===== src/pwrc_map.svh =====
// register offsets, field positions, reset values and bus answer codes for the power monitor block
`ifndef PWRC_MAP_SVH
`define PWRC_MAP_SVH

// byte addresses of the two control registers
`define PWRC_CTRL_ONE_ADDR   12'h000
`define PWRC_CTRL_TWO_ADDR   12'h004

// control one field positions
`define PWRC_F_WARN_FLAG     7
`define PWRC_F_WARN_ACK      6
`define PWRC_F_WARN_IE       5
`define PWRC_F_DET_RE        4
`define PWRC_F_DET_SE        3
`define PWRC_F_DET_EN        2
`define PWRC_F_BG_EN         0

// control two field positions
`define PWRC_F_DET_VSEL      5
`define PWRC_F_WARN_VSEL     4
`define PWRC_F_PD_FLAG       3
`define PWRC_F_PD_ACK        2
`define PWRC_F_PD_CTRL       0

// reset values of the writable fields
`define PWRC_RST_WARN_IE     1'h0
`define PWRC_RST_DET_RE      1'h1
`define PWRC_RST_DET_SE      1'h1
`define PWRC_RST_DET_EN      1'h1
`define PWRC_RST_BG_EN       1'h0
`define PWRC_RST_DET_VSEL    1'h0
`define PWRC_RST_WARN_VSEL   1'h0
`define PWRC_RST_PD_CTRL     1'h0

// bus answer codes
`define PWRC_RESP_OKAY       2'h0
`define PWRC_RESP_SLVERR     2'h2

`endif


===== src/pwrc_pkg.sv =====
// types shared by the power monitor block
package pwrc_pkg;
   // write-once lock index
   typedef enum {
      PWRC_LK_DET_RE,
      PWRC_LK_DET_SE,
      PWRC_LK_DET_EN,
      PWRC_LK_DET_VSEL,
      PWRC_LK_PD_CTRL,
      PWRC_LK_NUM
   } pwrc_lock_t;

   // selected warning threshold, detect select on top
   typedef enum logic [1:0] {
      PWRC_WARN_LVL0,
      PWRC_WARN_LVL1,
      PWRC_WARN_LVL2,
      PWRC_WARN_LVL3
   } pwrc_warn_lvl_t;

   // bus slave phase
   typedef enum {
      PWRC_BUS_IDLE,
      PWRC_BUS_RESP
   } pwrc_bus_state_t;
endpackage


===== src/pwrc_regs_if.sv =====
// carrier between the bus slave and the register core
`timescale 1ns/1ps
`default_nettype none
interface pwrc_regs_if;
   logic       wr_one;     // write strobe, register one
   logic       wr_two;     // write strobe, register two
   logic [7:0] wdata;      // write data low byte
   logic [7:0] rd_one;     // read value register one
   logic [7:0] rd_two;     // read value register two

   // bus side drives strobes and reads values
   modport bus  (output wr_one, output wr_two, output wdata, input rd_one, input rd_two);
   // core side takes strobes and offers values
   modport core (input wr_one, input wr_two, input wdata, output rd_one, output rd_two);
endinterface
`default_nettype wire


===== src/pwrc_axil.sv =====
// axi4-lite slave front end for the power monitor registers
`timescale 1ns/1ps
`default_nettype none
module pwrc_axil
   import pwrc_pkg::*;
#(
   parameter int ADDR_W = 12     // address width
) (
   input  wire logic              clk,
   input  wire logic              rst,
   input  wire logic [ADDR_W-1:0] awaddr,
   input  wire logic              awvalid,
   output logic                   awready,
   input  wire logic [31:0]       wdata,
   input  wire logic [3:0]        wstrb,
   input  wire logic              wvalid,
   output logic                   wready,
   output logic [1:0]             bresp,
   output logic                   bvalid,
   input  wire logic              bready,
   input  wire logic [ADDR_W-1:0] araddr,
   input  wire logic              arvalid,
   output logic                   arready,
   output logic [31:0]            rdata,
   output logic [1:0]             rresp,
   output logic                   rvalid,
   input  wire logic              rready,
   pwrc_regs_if.bus               regs
);
   `include "pwrc_map.svh"

   // all slave state in one record
   typedef struct packed {
      logic              aw_held;  // write address captured
      logic [ADDR_W-1:0] aw_addr;
      logic              w_held;   // write data captured
      logic [7:0]        w_byte;
      logic              w_lane;   // low byte lane enabled
      logic              bvalid;
      logic [1:0]        bresp;
      logic              rvalid;
      logic [1:0]        rresp;
      logic [31:0]       rdata;
   } pwrc_axi_st_t;

   pwrc_axi_st_t st, next_st;
   logic         do_wr;            // both halves of a write present

   // address decode: 0 none, 1 reg one, 2 reg two
   function automatic logic [1:0] dec(input logic [ADDR_W-1:0] a);
      if (a == `PWRC_CTRL_ONE_ADDR) begin
         dec = 2'h1;
      end else if (a == `PWRC_CTRL_TWO_ADDR) begin
         dec = 2'h2;
      end else begin
         dec = 2'h0;
      end
   endfunction

   // channel readies wait until the previous answer is gone
   assign awready = !st.aw_held && !st.bvalid;
   assign wready  = !st.w_held && !st.bvalid;
   assign arready = !st.rvalid;
   assign do_wr   = st.aw_held && st.w_held && !st.bvalid;
   assign bvalid  = st.bvalid;
   assign bresp   = st.bresp;
   assign rvalid  = st.rvalid;
   assign rresp   = st.rresp;
   assign rdata   = st.rdata;

   // strobes only when a low lane is written; other lanes hold nothing
   assign regs.wr_one = do_wr && st.w_lane && (dec(st.aw_addr) == 2'h1);
   assign regs.wr_two = do_wr && st.w_lane && (dec(st.aw_addr) == 2'h2);
   assign regs.wdata  = st.w_byte;

   // next slave state
   always_comb begin
      next_st = st;
      if (awvalid && awready) begin
         next_st.aw_held = 1'b1;
         next_st.aw_addr = awaddr;
      end
      if (wvalid && wready) begin
         next_st.w_held = 1'b1;
         next_st.w_byte = wdata[7:0];
         next_st.w_lane = wstrb[0];
      end
      // write completes: answer, unmapped gives slverr
      if (do_wr) begin
         next_st.aw_held = 1'b0;
         next_st.w_held  = 1'b0;
         next_st.bvalid  = 1'b1;
         next_st.bresp   = (dec(st.aw_addr) == 2'h0) ? `PWRC_RESP_SLVERR : `PWRC_RESP_OKAY;
      end else if (st.bvalid && bready) begin
         next_st.bvalid = 1'b0;
      end
      // read taken: data ready next cycle
      if (arvalid && arready) begin
         next_st.rvalid = 1'b1;
         if (dec(araddr) == 2'h1) begin
            next_st.rdata = {24'h000000, regs.rd_one};
            next_st.rresp = `PWRC_RESP_OKAY;
         end else if (dec(araddr) == 2'h2) begin
            next_st.rdata = {24'h000000, regs.rd_two};
            next_st.rresp = `PWRC_RESP_OKAY;
         end else begin
            next_st.rdata = 32'h00000000;
            next_st.rresp = `PWRC_RESP_SLVERR;
         end
      end else if (st.rvalid && rready) begin
         next_st.rvalid = 1'b0;
      end
   end

   // register the slave record
   always_ff @(posedge clk) begin
      if (rst) begin
         st <= '0;
      end else begin
         st <= next_st;
      end
   end
endmodule
`default_nettype wire


===== src/pwrc_top.sv =====
// low-voltage supervision and stop-mode power control registers
// Function
// [RL1] warning flag sets on low supply, sticky
// [RL2] acknowledge clears flag only when supply recovered
// [RL3] interrupt enable requests interrupt while flag set
// [RL4] detect reset enable forces reset on detect
// [RL5] detect stop enable keeps detect in stop
// [RL6] detect enable gates detect, reset, stop
// [RL7] write-once bits take first write only
// [RL8] bandgap enable turns on reference buffer
// [RL9] detect select picks trip point and range
// [RL10] warning select picks threshold within range
// [RL11] both selects decode four warning thresholds
// [RL12] recovery flag reads one after power down
// [RL13] power down acknowledge clears recovery flag
// [RL14] power down control picks stop mode
// [RL15] software acknowledges recovery before touching pins
// [RL16] unimplemented bits read zero, ignore writes
//
// Implementation choices: the AXI4-Lite interface to the registers and the placing of the registers.
`timescale 1ns/1ps
`default_nettype none
module pwrc_top
   import pwrc_pkg::*;
#(
   parameter int ADDR_W = 12                   // bus address width
) (
   input  wire logic              CLK_IN,            // 10 MHz bus clock
   input  wire logic              RST_IN,            // synchronous reset, high
   // axi4-lite slave
   input  wire logic [ADDR_W-1:0] S_AWADDR_IN,
   input  wire logic              S_AWVALID_IN,
   output logic                   S_AWREADY_OUT,
   input  wire logic [31:0]       S_WDATA_IN,
   input  wire logic [3:0]        S_WSTRB_IN,
   input  wire logic              S_WVALID_IN,
   output logic                   S_WREADY_OUT,
   output logic [1:0]             S_BRESP_OUT,
   output logic                   S_BVALID_OUT,
   input  wire logic              S_BREADY_IN,
   input  wire logic [ADDR_W-1:0] S_ARADDR_IN,
   input  wire logic              S_ARVALID_IN,
   output logic                   S_ARREADY_OUT,
   output logic [31:0]            S_RDATA_OUT,
   output logic [1:0]             S_RRESP_OUT,
   output logic                   S_RVALID_OUT,
   input  wire logic              S_RREADY_IN,
   // analog comparator levels, asynchronous
   input  wire logic              WARN_BELOW_IN,     // supply under warning trip
   input  wire logic              DETECT_BELOW_IN,   // supply under detect trip
   // power state from the stop controller
   input  wire logic              STOP_ACTIVE_IN,    // device is in stop
   input  wire logic              PD_RECOVERED_IN,   // pulse: woke from partial power down
   // outputs to analog and system
   output logic                   WARN_IRQ_OUT,      // warning interrupt request
   output logic                   DETECT_RESET_OUT,  // request full device reset
   output logic                   DETECT_ON_OUT,     // detect comparator powered
   output logic [1:0]             WARN_LEVEL_OUT,    // warning threshold code
   output logic                   DETECT_LEVEL_OUT,  // detect threshold select
   output logic                   BANDGAP_BUF_OUT,   // bandgap buffer on
   output logic                   PD_STOP_SEL_OUT    // 1 partial power down stop
);
   `include "pwrc_map.svh"

   // all core state in one record
   typedef struct packed {
      logic [1:0]             warn_sync;   // warning comparator sync
      logic [1:0]             det_sync;    // detect comparator sync
      logic [1:0]             pd_sync;     // recovery event sync
      logic                   pd_seen;     // previous synced recovery level
      logic                   warning_flag;
      logic                   warning_interrupt_enable;
      logic                   detect_reset_enable;
      logic                   detect_stop_enable;
      logic                   detect_enable;
      logic                   bandgap_buffer_enable;
      logic                   detect_voltage_select;
      logic                   warning_voltage_select;
      logic                   power_down_recovered_flag;
      logic                   power_down_control;
      logic [PWRC_LK_NUM-1:0] locked;      // write-once bits already written
      logic                   det_reset;   // registered reset request
      logic                   det_on;      // registered detect power
      logic [1:0]             warn_lvl;
   } pwrc_core_st_t;

   pwrc_core_st_t st, next_st;
   pwrc_regs_if   regs ();

   logic warn_now;      // synced warning level
   logic det_now;       // synced detect level
   logic pd_event;      // one-cycle recovery event
   logic det_active;    // detect logic live right now
   logic [7:0] wd;      // written byte

   // write-once update: keep value once locked
   function automatic logic wonce(input logic cur, input logic lk, input logic wr,
                                  input logic val);
      wonce = (wr && !lk) ? val : cur;
   endfunction

   // bus front end
   pwrc_axil #(
      .ADDR_W (ADDR_W)
   ) u_axil (
      .clk     (CLK_IN),
      .rst     (RST_IN),
      .awaddr  (S_AWADDR_IN),
      .awvalid (S_AWVALID_IN),
      .awready (S_AWREADY_OUT),
      .wdata   (S_WDATA_IN),
      .wstrb   (S_WSTRB_IN),
      .wvalid  (S_WVALID_IN),
      .wready  (S_WREADY_OUT),
      .bresp   (S_BRESP_OUT),
      .bvalid  (S_BVALID_OUT),
      .bready  (S_BREADY_IN),
      .araddr  (S_ARADDR_IN),
      .arvalid (S_ARVALID_IN),
      .arready (S_ARREADY_OUT),
      .rdata   (S_RDATA_OUT),
      .rresp   (S_RRESP_OUT),
      .rvalid  (S_RVALID_OUT),
      .rready  (S_RREADY_IN),
      .regs    (regs.bus)
   );

   // only second sync stages are read
   assign warn_now = st.warn_sync[1];
   assign det_now  = st.det_sync[1];
   assign pd_event = st.pd_sync[1] && !st.pd_seen;
   assign wd       = regs.wdata;

   // [RL5] stop gating of detect
   // stopped detect only runs when stop enable is set
   assign det_active = st.detect_enable && (!STOP_ACTIVE_IN || st.detect_stop_enable);

   // read views, unused positions zero
   always_comb begin
      regs.rd_one = 8'h00;
      regs.rd_two = 8'h00;
      // [RL16] zero unimplemented bits
      regs.rd_one[`PWRC_F_WARN_FLAG] = st.warning_flag;
      regs.rd_one[`PWRC_F_WARN_IE]   = st.warning_interrupt_enable;
      regs.rd_one[`PWRC_F_DET_RE]    = st.detect_reset_enable;
      regs.rd_one[`PWRC_F_DET_SE]    = st.detect_stop_enable;
      regs.rd_one[`PWRC_F_DET_EN]    = st.detect_enable;
      regs.rd_one[`PWRC_F_BG_EN]     = st.bandgap_buffer_enable;
      regs.rd_two[`PWRC_F_DET_VSEL]  = st.detect_voltage_select;
      regs.rd_two[`PWRC_F_WARN_VSEL] = st.warning_voltage_select;
      // [RL12] recovery flag readable
      regs.rd_two[`PWRC_F_PD_FLAG]   = st.power_down_recovered_flag;
      regs.rd_two[`PWRC_F_PD_CTRL]   = st.power_down_control;
   end

   // next core state
   always_comb begin
      next_st = st;
      // two-stage synchronisers for pins
      next_st.warn_sync = {st.warn_sync[0], WARN_BELOW_IN};
      next_st.det_sync  = {st.det_sync[0], DETECT_BELOW_IN};
      next_st.pd_sync   = {st.pd_sync[0], PD_RECOVERED_IN};
      next_st.pd_seen   = st.pd_sync[1];

      // [RL2] acknowledge only if warning gone
      if (regs.wr_one && wd[`PWRC_F_WARN_ACK] && !warn_now) begin
         next_st.warning_flag = 1'b0;
      end
      // [RL1] sticky set, wins over acknowledge
      if (warn_now) begin
         next_st.warning_flag = 1'b1;
      end

      // register one writes
      if (regs.wr_one) begin
         next_st.warning_interrupt_enable = wd[`PWRC_F_WARN_IE];
         // [RL8] bandgap buffer control
         next_st.bandgap_buffer_enable    = wd[`PWRC_F_BG_EN];
         // [RL7] write-once fields lock
         next_st.detect_reset_enable = wonce(st.detect_reset_enable,
            st.locked[PWRC_LK_DET_RE], 1'b1, wd[`PWRC_F_DET_RE]);
         next_st.detect_stop_enable  = wonce(st.detect_stop_enable,
            st.locked[PWRC_LK_DET_SE], 1'b1, wd[`PWRC_F_DET_SE]);
         next_st.detect_enable       = wonce(st.detect_enable,
            st.locked[PWRC_LK_DET_EN], 1'b1, wd[`PWRC_F_DET_EN]);
         next_st.locked[PWRC_LK_DET_RE] = 1'b1;
         next_st.locked[PWRC_LK_DET_SE] = 1'b1;
         next_st.locked[PWRC_LK_DET_EN] = 1'b1;
      end

      // register two writes
      if (regs.wr_two) begin
         // [RL10] warning select freely writable
         next_st.warning_voltage_select = wd[`PWRC_F_WARN_VSEL];
         // [RL9] detect select write-once
         next_st.detect_voltage_select = wonce(st.detect_voltage_select,
            st.locked[PWRC_LK_DET_VSEL], 1'b1, wd[`PWRC_F_DET_VSEL]);
         // [RL14] stop mode select write-once
         next_st.power_down_control = wonce(st.power_down_control,
            st.locked[PWRC_LK_PD_CTRL], 1'b1, wd[`PWRC_F_PD_CTRL]);
         next_st.locked[PWRC_LK_DET_VSEL] = 1'b1;
         next_st.locked[PWRC_LK_PD_CTRL]  = 1'b1;
         // [RL13] acknowledge clears recovery flag
         if (wd[`PWRC_F_PD_ACK]) begin
            next_st.power_down_recovered_flag = 1'b0;
         end
      end
      // [RL12] recovery event sets, wins over clear
      if (pd_event) begin
         next_st.power_down_recovered_flag = 1'b1;
      end

      // [RL4] reset only when enabled and detect live
      // [RL6] detect enable gates reset request
      next_st.det_reset = det_active && st.detect_reset_enable && det_now;
      next_st.det_on    = det_active;
      // [RL11] four warning thresholds from both selects
      next_st.warn_lvl  = {next_st.detect_voltage_select, next_st.warning_voltage_select};
   end

   // register the core record
   always_ff @(posedge CLK_IN) begin
      if (RST_IN) begin
         st                          <= '0;
         st.warning_interrupt_enable <= `PWRC_RST_WARN_IE;
         st.detect_reset_enable      <= `PWRC_RST_DET_RE;
         st.detect_stop_enable       <= `PWRC_RST_DET_SE;
         st.detect_enable            <= `PWRC_RST_DET_EN;
         st.bandgap_buffer_enable    <= `PWRC_RST_BG_EN;
         st.detect_voltage_select    <= `PWRC_RST_DET_VSEL;
         st.warning_voltage_select   <= `PWRC_RST_WARN_VSEL;
         st.power_down_control       <= `PWRC_RST_PD_CTRL;
      end else begin
         st <= next_st;
      end
   end

   // [RL3] interrupt follows flag when enabled
   assign WARN_IRQ_OUT     = st.warning_flag && st.warning_interrupt_enable;
   assign DETECT_RESET_OUT = st.det_reset;
   assign DETECT_ON_OUT    = st.det_on;
   assign WARN_LEVEL_OUT   = st.warn_lvl;
   assign DETECT_LEVEL_OUT = st.detect_voltage_select;
   assign BANDGAP_BUF_OUT  = st.bandgap_buffer_enable;
   assign PD_STOP_SEL_OUT  = st.power_down_control;
endmodule
`default_nettype wire


===== config.mk =====
export PLATFORM = sky130hd
export DESIGN_NAME = pwrc_top
export DESIGN_NICKNAME = d
export VERILOG_FILES = /design/src/pwrc_pkg.sv /design/src/pwrc_regs_if.sv /design/src/pwrc_axil.sv /design/src/pwrc_top.sv
export VERILOG_INCLUDE_DIRS = /design/src
export SDC_FILE = /design/constraint.sdc
export NUM_CORES = 1
export LEC_CHECK = 0
export BUFFER_PORTS_ARGS = -buffer_cell sky130_fd_sc_hd__buf_2
export CORE_ASPECT_RATIO = 0.8
export CORE_MARGIN = 2
export CORE_UTILIZATION = 30
export CTS_BUF_LIST = sky130_fd_sc_hd__clkbuf_16
export DETAILED_ROUTE_END_ITERATION = 6
export PLACE_DENSITY = 0.67
export SETUP_SLACK_MARGIN = 0.02
export SLEW_MARGIN = 15
export SYNTH_ARGS = -nofsm -noshare
export SYNTH_HDL_FRONTEND = slang
export SYNTH_SLANG_ARGS = --single-unit

===== constraint.sdc =====
create_clock -name CLK_IN -period 1.71 [get_ports CLK_IN]
set_input_delay 0.2565 -clock CLK_IN [delete_from_list [all_inputs] [get_ports CLK_IN]]
set_output_delay 0.2565 -clock CLK_IN [all_outputs]
set_load 0.005 [all_outputs]

# Yosys cells after proc, flatten, opt, wreduce, memory -nomap -nowiden
# Index checks and enable logic that the tools add are counted.
[op_classes]
n_eq_ne = 6
muxes = 22
bitwise = 4
n_reduce_logical = 41
[op_table]
columns = ["op", "n"]
rows = [
  ["$mux 34", 2],
  ["$eq 12x3->1 const B", 2],
  ["$logic_not 12->1", 2],
  ["$logic_and 1x1->1", 19],
  ["$mux 2", 9],
  ["$mux 1", 10],
  ["$reduce_and 2->1", 5],
  ["$reduce_bool 2->1", 5],
  ["$logic_not 1->1", 7],
  ["$mux 6", 1],
  ["$eq 2x1->1 const B", 2],
  ["$eq 2x2->1 const B", 2],
  ["$not 1->1", 4],
  ["$logic_not 2->1", 1],
  ["$reduce_or 2->1", 1],
  ["$logic_or 1x1->1", 1],
]
[totals]
input_bits = 71
output_inout_bits = 49
ff_bits = 83

# Logic depth before layout (Yosys ltp)
# Gate-level depths: netlist of run 1.
[depth]
depth_word = 10
depth_mapped = 5
depth_no_buf = 4

# Cells and area by module
# Synthesis of run 1 repeated with hierarchy kept, for this count alone.
[hier_totals]
hier_cells = 281
hier_area_um2 = 2590.0
[by_module_without_submodules]
columns = ["module", "area_each_um2", "n_inst", "cells_per_inst", "seq_area_each_um2"]
rows = [
  ["pwrc_axil", 1833.0, 1, 210, 700.7],
  ["pwrc_top", 757.0, 1, 71, 420.4],
]

# Least setup slack after synthesis of run 1
# No wires, ideal clock.
[synth_timing]
kind = "reg-to-reg"
start = "reg u_axil.st[59] in the netlist's numbering"
end = "reg st (netlist bit regs.rd_one[2])"
slack_ns = 0.276
t_arrival_ns = 1.311
stages_incl_launch_ff = 6
required_time_ns = 1.587
setup_time_ns = 0.123
path_cell_list = "dfxtp_1 -> nor4_4 -> nand4_1 -> or3_1 -> clkbuf_1 -> mux2i_1"
[synth_between]
elab_chain_len = 6
[synth_lines]
columns = ["element", "line_no", "rtl"]
rows = [
  ["from (decl)", "pwrc_axil.sv:46", "pwrc_axi_st_t st, next_st;"],
  ["from (signal assigned)", "pwrc_axil.sv:120", "st <= next_st;"],
  ["$eq 12x3->1 (no line)", "-", ""],
  ["$mux 2", "pwrc_axil.sv:53", "end else if (a == `PWRC_CTRL_TWO_ADDR) begin"],
  ["$mux 2 (*)", "pwrc_axil.sv:51", "if (a == `PWRC_CTRL_ONE_ADDR) begin"],
  ["$eq 2x1->1 (*)", "pwrc_axil.sv:72", "assign regs.wr_one = do_wr && st.w_lane && (dec(st.aw_addr) == 2'h1);"],
  ["$logic_and 1x1->1 (*)", "pwrc_axil.sv:72", ""],
  ["$reduce_and 2->1 (no line) (*)", "-", ""],
  ["to (signal assigned)", "pwrc_top.sv:234", "st <= next_st;"],
  ["to (decl)", "pwrc_top.sv:87", "pwrc_core_st_t st, next_st;"],
]
# Mark *: on every way between the ends. The rest lies on a longest branch, timed or not.
# A chain may end at the register's enable or synchronous reset.

# Worst setup path after layout of run 1
[layout_timing]
start = "reg u_axil.st[59] in the netlist's numbering"
end = "reg st (netlist bit regs.rd_one[4])"
# The elaborated chain is that of the path after synthesis.

==> metrics.csv, run 1 <==
stage,metric,value,unit
status,status,completed,
global_route,grt_overflow,0,
cts,cts_root_buffer,clkbuf_16,
global_route,grt_pass1_wl,7120,µm
die,coreArea,7322,µm²
cts,cts_resized,0,
placed_design,dp_hpwl,3334,µm
setup_path,cp_data_required_time,1.89,ns
flow_run,drv_cap,0,
setup_path,crit_fanout,5,
route,drcViolationCount,0,
pwr,ir_drop,0.4349,mV
yosys,synth_edf_count,0,
cts,post-cts-setup-buffers,0,
route,drtIter0Drc,75,
yosys,synth_warnings,0,
die,die_x,100.7,µm
yosys,synth_area,2245,µm²
setup_path,endpoint_kind,flop,
final_layout,fillers,774,
yosys,synthFlopType,dfxtp_1,
pwr,power_density,981.1,nW/µm²
die,die_y,81.37,µm
yosys,netlist_top_cells_area,"dfxtp_1, buf_4, mux2i_1, a21oi_1, nand2_1",
yosys,ys_top_cells_by_count,"dfxtp_1, buf_4, nand2_1, nor2_1, a21oi_1",
cts,cts_made_buffers,5,
placed_design,placed_area,2477,µm²
global_route,grt_start_max_net_pins,45,
global_route,grtUsageTotal,11.19,%
final_layout,area_delta_synth_final,16.78,%
route,ant_nets,0,
placed_design,gp_congestion,0.6598,
timing,maxSlewViolCount,0,
cts,tritoncts,yes,
cts,insertion_delay,0.29,ns
final_layout,fin_nets,376,
yosys,yosys.cell_count.top_type,dfxtp_1,
final_layout,final_cell_area,2621,µm²
timing,clock.fmax,0.6619,GHz
yosys,yosysSeqAreaShare,46.38,%
route,routedWlPerCell,11.12,µm
die,initial_core_util,30.66,%
final_layout,final-seq-area,1041,µm²
timing,hold_viol_final,0,
yosys,synth_area_per_cell,8.803,µm²
cts,clockBufferDepth,2,
final_layout,drive_gt1_share,24.18,%
final_layout,n_antenna_cell,0,
yosys,synth_cell_type_count,29,
route,dr.pass1.iters,5,
route,vias,1731,
timing,rsz0062_at_grt,false,
placed_design,portBuffers,62,
min_path,hold_path.class,input port to flop,
setup_path,startpoint_type,flop,
yosys,yosysTopAreaCell,dfxtp_1,
cts,htreeDepth,2,
yosys,synth_top_area_share,46.38,%
yosys,async_flop_share,0,%
die,io_pins,120,
cts,cts.clk_slew.worst_paths,0.07,ns
pwr,leakagePower,1.206,nW
cts,hold_buffers,0,
timing,fin_worst_skew,0.007961,ns
die,fp-row-count,28,
timing,finalCriticalPeriod,1.511,ns
setup_path,crit_type,flop to flop,
global_route,grt_pass1_vias,1577,
final_layout,multi_input_area,952.2,µm²
route,totalWireLength,4405,µm
setup_path,reg2reg_slack,0.20,ns
yosys,postSynthCellCount,255,
timing,setup_tns,0,ns
setup_path,cp_data_arrival_time,1.69,ns
timing,period_share,88.35,%
cts,clkSinkCount,52,
die,die_area,8194,µm²
route,via_per_inst,4.371,
timing,setup_viol_count_final,0,
yosys,ys_ff_latch,52,
global_route,grt_antenna_before_repair,0,
timing,holdWs,0.1387,ns
-- layout make-up --
class / count / share of cell area (%)
Sequential cell: 52 / 39.71
Multi-Input combinational cell: 174 / 36.32
Timing Repair Buffer: 65 / 13.17
Clock buffer: 5 / 4.773
Tap cell: 90 / 4.296
Inverter: 7 / 1.002
Clock inverter: 3 / 0.7160
-- final timing paths --
path,to,depth (start not counted),start
worst max register to register,regs.rd_one[4],4,u_axil.st[59]
worst min register to register,regs.rd_one[7],2,st[25]
worst min-delay path,u_axil.rvalid,2,S_RREADY_IN
worst max-delay path,regs.rd_one[4],4,u_axil.st[59]
-- power breakdown --
part / internal, mW / switching [mW] / total, mW
clock: 0.537 / 0.433 / 0.970
combinational: 0.132 / 0.153 / 0.285
sequential: 1.27 / 0.0448 / 1.32
-- cell usage in the layout (no fill, tap or decap), types with 6 or more instances in the layout --
cell,Yosys,final
dfxtp_1,52,52
inv_1,7,7
conb_1,1,28
a21oi_1,23,23
nor2_1,27,27
mux2i_1,16,16
nand4_1,6,6
nand2_1,30,30
buf_2,0,62
nor2b_1,9,9
-- flip-flops by register name, indices dropped and copies added, names as in the netlist, 4 cells and up --
| signal | count |
|---|---|
| u_axil.st | 15 |
| u_axil.rdata | 6 |
| u_axil.regs.wdata | 6 |
| next_st | 4 |
| regs.rd_one | 5 |
| st | 4 |
-- critical path: stages (launching register included) --
cell,delay [ns]
dfxtp_1,0.33
nor4_4,0.38
nand4_1,0.13
or3_1,0.41
mux2i_1,0.15
-- per-stage QoR --
stage                     instances  util, %  total power, mW  worst slack [ns]
after floorplan                 282        -            1.574            0.2756
after global placement          388    33.83            1.624            0.2038
after detailed placement        388    33.83            1.632            0.1819
after CTS                       396    35.80            2.604            0.1771
after global routing            396    35.80            2.702           0.04753
final                           396    35.80            2.572            0.1993
-- routing by layer --
layer / vias up / track usage (%) / wire length (µm)
met3: 7 / 3.356 / 379
met5: - / 0 / 0
li1: 883 / - / -
met4: 0 / 4.521 / 65
met2: 63 / 17.93 / 1910
met1: 778 / 14.13 / 2048
-- logic make-up after synthesis --
| kind of cell | after synthesis | share of synthesized area, % |
|---|---|---|
| multiplexers | 16 | 7.135 |
| AO/OA/AOI/OAI | 36 | 8.919 |
| flip-flops | 52 | 46.38 |
| AND/OR/NAND/NOR | 94 | 21.68 |
| buffers and inverters | 56 | 15.72 |
| other | 1 | 0.1671 |
No activity file was read; power rests on OpenSTA's default activity.
==> run 2: changes to the inputs <==
- PLACE_DENSITY: 0.67 -> 0.69
- clock period: 1.71 -> 1.21 ns (I/O delays scaled with it)
==> run 2 against run 1 <==
  * The flow now finishes with violations (setup timing)
  * Sequential share of layout area fell by 3.2 points
  * Critical endpoint is now regs.rd_one[3]
  * Largest cell class unchanged
  * Count of clock-buffer cells in the layout did not move
  * Sequential power rose by 41%
  * Sequential cell count did not move
  * Hold slack got worse by 0.059 ns
  * Utilization rose by 3.4 points
  * First-iteration DRC count fell by 65%
  * Largest power group unchanged
  * Highest routed layer unchanged
==> metrics.csv, run 2 (synthesis results as in run 1) <==
stage,metric,value,unit
global_route,grt_start_max_net_pins,20,
final_layout,final_cell_area,2872,µm²
die,die_y,81.37,µm
die,io_pins,120,
setup_path,path_delay_family,simple AND/OR/NAND/NOR gates,
cts,hold_buffers,0,
route,vias,1828,
final_layout,final-seq-area,1047,µm²
setup_path,path_cells,nor4_4 > nand4_1 > or3_4 > mux2i_1,
timing,maxSlewViolCount,0,
cts,cts.clk_slew.worst_paths,0.07,ns
timing,setup_ws,-0.2379,ns
pwr,leakagePower,1.329,nW
min_path,hold_path.class,input port to flop,
die,die_area,8194,µm²
setup_path,worst-path-buf-inv,0,
timing,hold_viol_final,0,
setup_path,crit_fanout,4,
final_layout,area_delta_synth_final,27.93,%
cts,htreeDepth,2,
final_layout,largest_reg_flops,15,
setup_path,cp-startpoint,u_axil.st[58],
timing,setup_viol_count_final,19,
cts,insertion_delay,0.29,ns
global_route,grt_pass1_wl,7900,µm
setup_path,crit_type,flop to flop,
placed_design,dp_hpwl,3680,µm
route,totalWireLength,4919,µm
route,via_per_inst,4.415,
route,ant_nets,0,
final_layout,n_antenna_cell,0,
pwr,power,3.797,mW
placed_design,post-place-ws,-0.2840,ns
setup_path,cp_data_arrival_time,1.66,ns
route,dr.pass1.iters,4,
setup_path,startpoint_type,flop,
final_layout,fin_nets,394,
final_layout,layout.cells.most_common,buf_2,
global_route,grt_pass1_vias,1750,
final_layout,drive_gt1_share,35.49,%
die,initial_core_util,30.66,%
die,die_x,100.7,µm
pwr,power_density,1322,nW/µm²
setup_path,cp_data_required_time,1.42,ns
placed_design,gp_congestion,0.7813,
placed_design,placed_area,2577,µm²
placed_design,portBuffers,62,
cts,tritoncts,yes,
status,status,"complete, but fails checks",
setup_path,r2r_start,u_axil.st[58],
timing,period_share,119.7,%
setup_path,endpoint_kind,flop,
flow_run,drv_cap,0,
timing,rsz0062_at_grt,true,
route,routedWlPerCell,11.88,µm
cts,cts_made_buffers,5,
setup_path,cp_slowest_stage_delay,0.37,ns
timing,fin_worst_skew,0.006702,ns
final_layout,top_register,u_axil.st,
pwr,ir_drop,0.5551,mV
die,fp-row-count,28,
min_path,hp-start,S_RREADY_IN,
final_layout,multi_input_area,1025,µm²
route,drtIter0Drc,26,
cts,clkSinkCount,52,
die,coreArea,7322,µm²
timing,finalCriticalPeriod,1.448,ns
cts,cts_root_buffer,clkbuf_16,
setup_path,slowest_stage,or3_4,
global_route,grt_antenna_before_repair,0,
final_layout,final_cell_mix,"buf_2, dfxtp_1, nand2_1",
final_layout,fillers,758,
global_route,grtUsageTotal,12.33,%
status,violations,setup timing,
timing,clock.fmax,0.6907,GHz
global_route,grt_overflow,0,
route,drcViolationCount,0,
cts,clockBufferDepth,2,
-- run 2: final timing paths --
check                   endpoint  slack, ns  cells after the start
setup reg to reg  regs.rd_one[3]      -0.24                      4
hold reg to reg   regs.rd_one[7]       0.44                      2
hold / removal     u_axil.rvalid       0.08                      2
setup / recovery  regs.rd_one[3]      -0.24                      4
-- run 2: area by class of cell --
class,count,share of cell area (%)
Inverter,7,0.9150
Timing Repair Buffer,83,17.91
Clock inverter,3,0.7407
Sequential cell,52,36.47
Multi-Input combinational cell,174,35.69
Clock buffer,5,4.357
Tap cell,90,3.922
-- run 2: stage by stage --
| stage | utilization (%) | hold slack [ns] | std cells | TNS [ns] |
|---|---|---|---|---|
| global placement | 35.20 | 0.3746 | 401 | -1.269 |
| finish | 39.22 | 0.07977 | 414 | -1.955 |
| detailed placement | 35.20 | 0.3781 | 401 | -2.198 |
| CTS | 38.62 | 0.07746 | 413 | -2.153 |
| floorplan | - | 0.2660 | 282 | -0.7281 |
| global route | 39.22 | 0.07936 | 414 | -3.580 |
-- run 2: per-layer routing --
layer / global-route usage (%) / vias up / routed length [µm]
met4: 4.384 / 0 / 38
li1: - / 920 / -
met5: 0 / - / 0
met1: 15.71 / 843 / 2272
met2: 20.27 / 60 / 2267
met3: 3.184 / 5 / 341
-- run 2: repair_timing --
action / CTS / global route
cloned: 1 / 0
endpoints found under the setup margin: 33 / 37
buffers inserted: 4 / 1
pin swaps: 12 / 5
gates resized for setup: 23 / 11
-- run 2: report_power, final --
group / total [mW] / switching (mW) / leakage (nW) / internal, mW
clock network: 1.39 / 0.619 / 0.0702 / 0.770
logic: 0.544 / 0.262 / 0.831 / 0.281
registers: 1.86 / 0.0643 / 0.428 / 1.80
total: 3.80 / 0.945 / 1.33 / 2.85
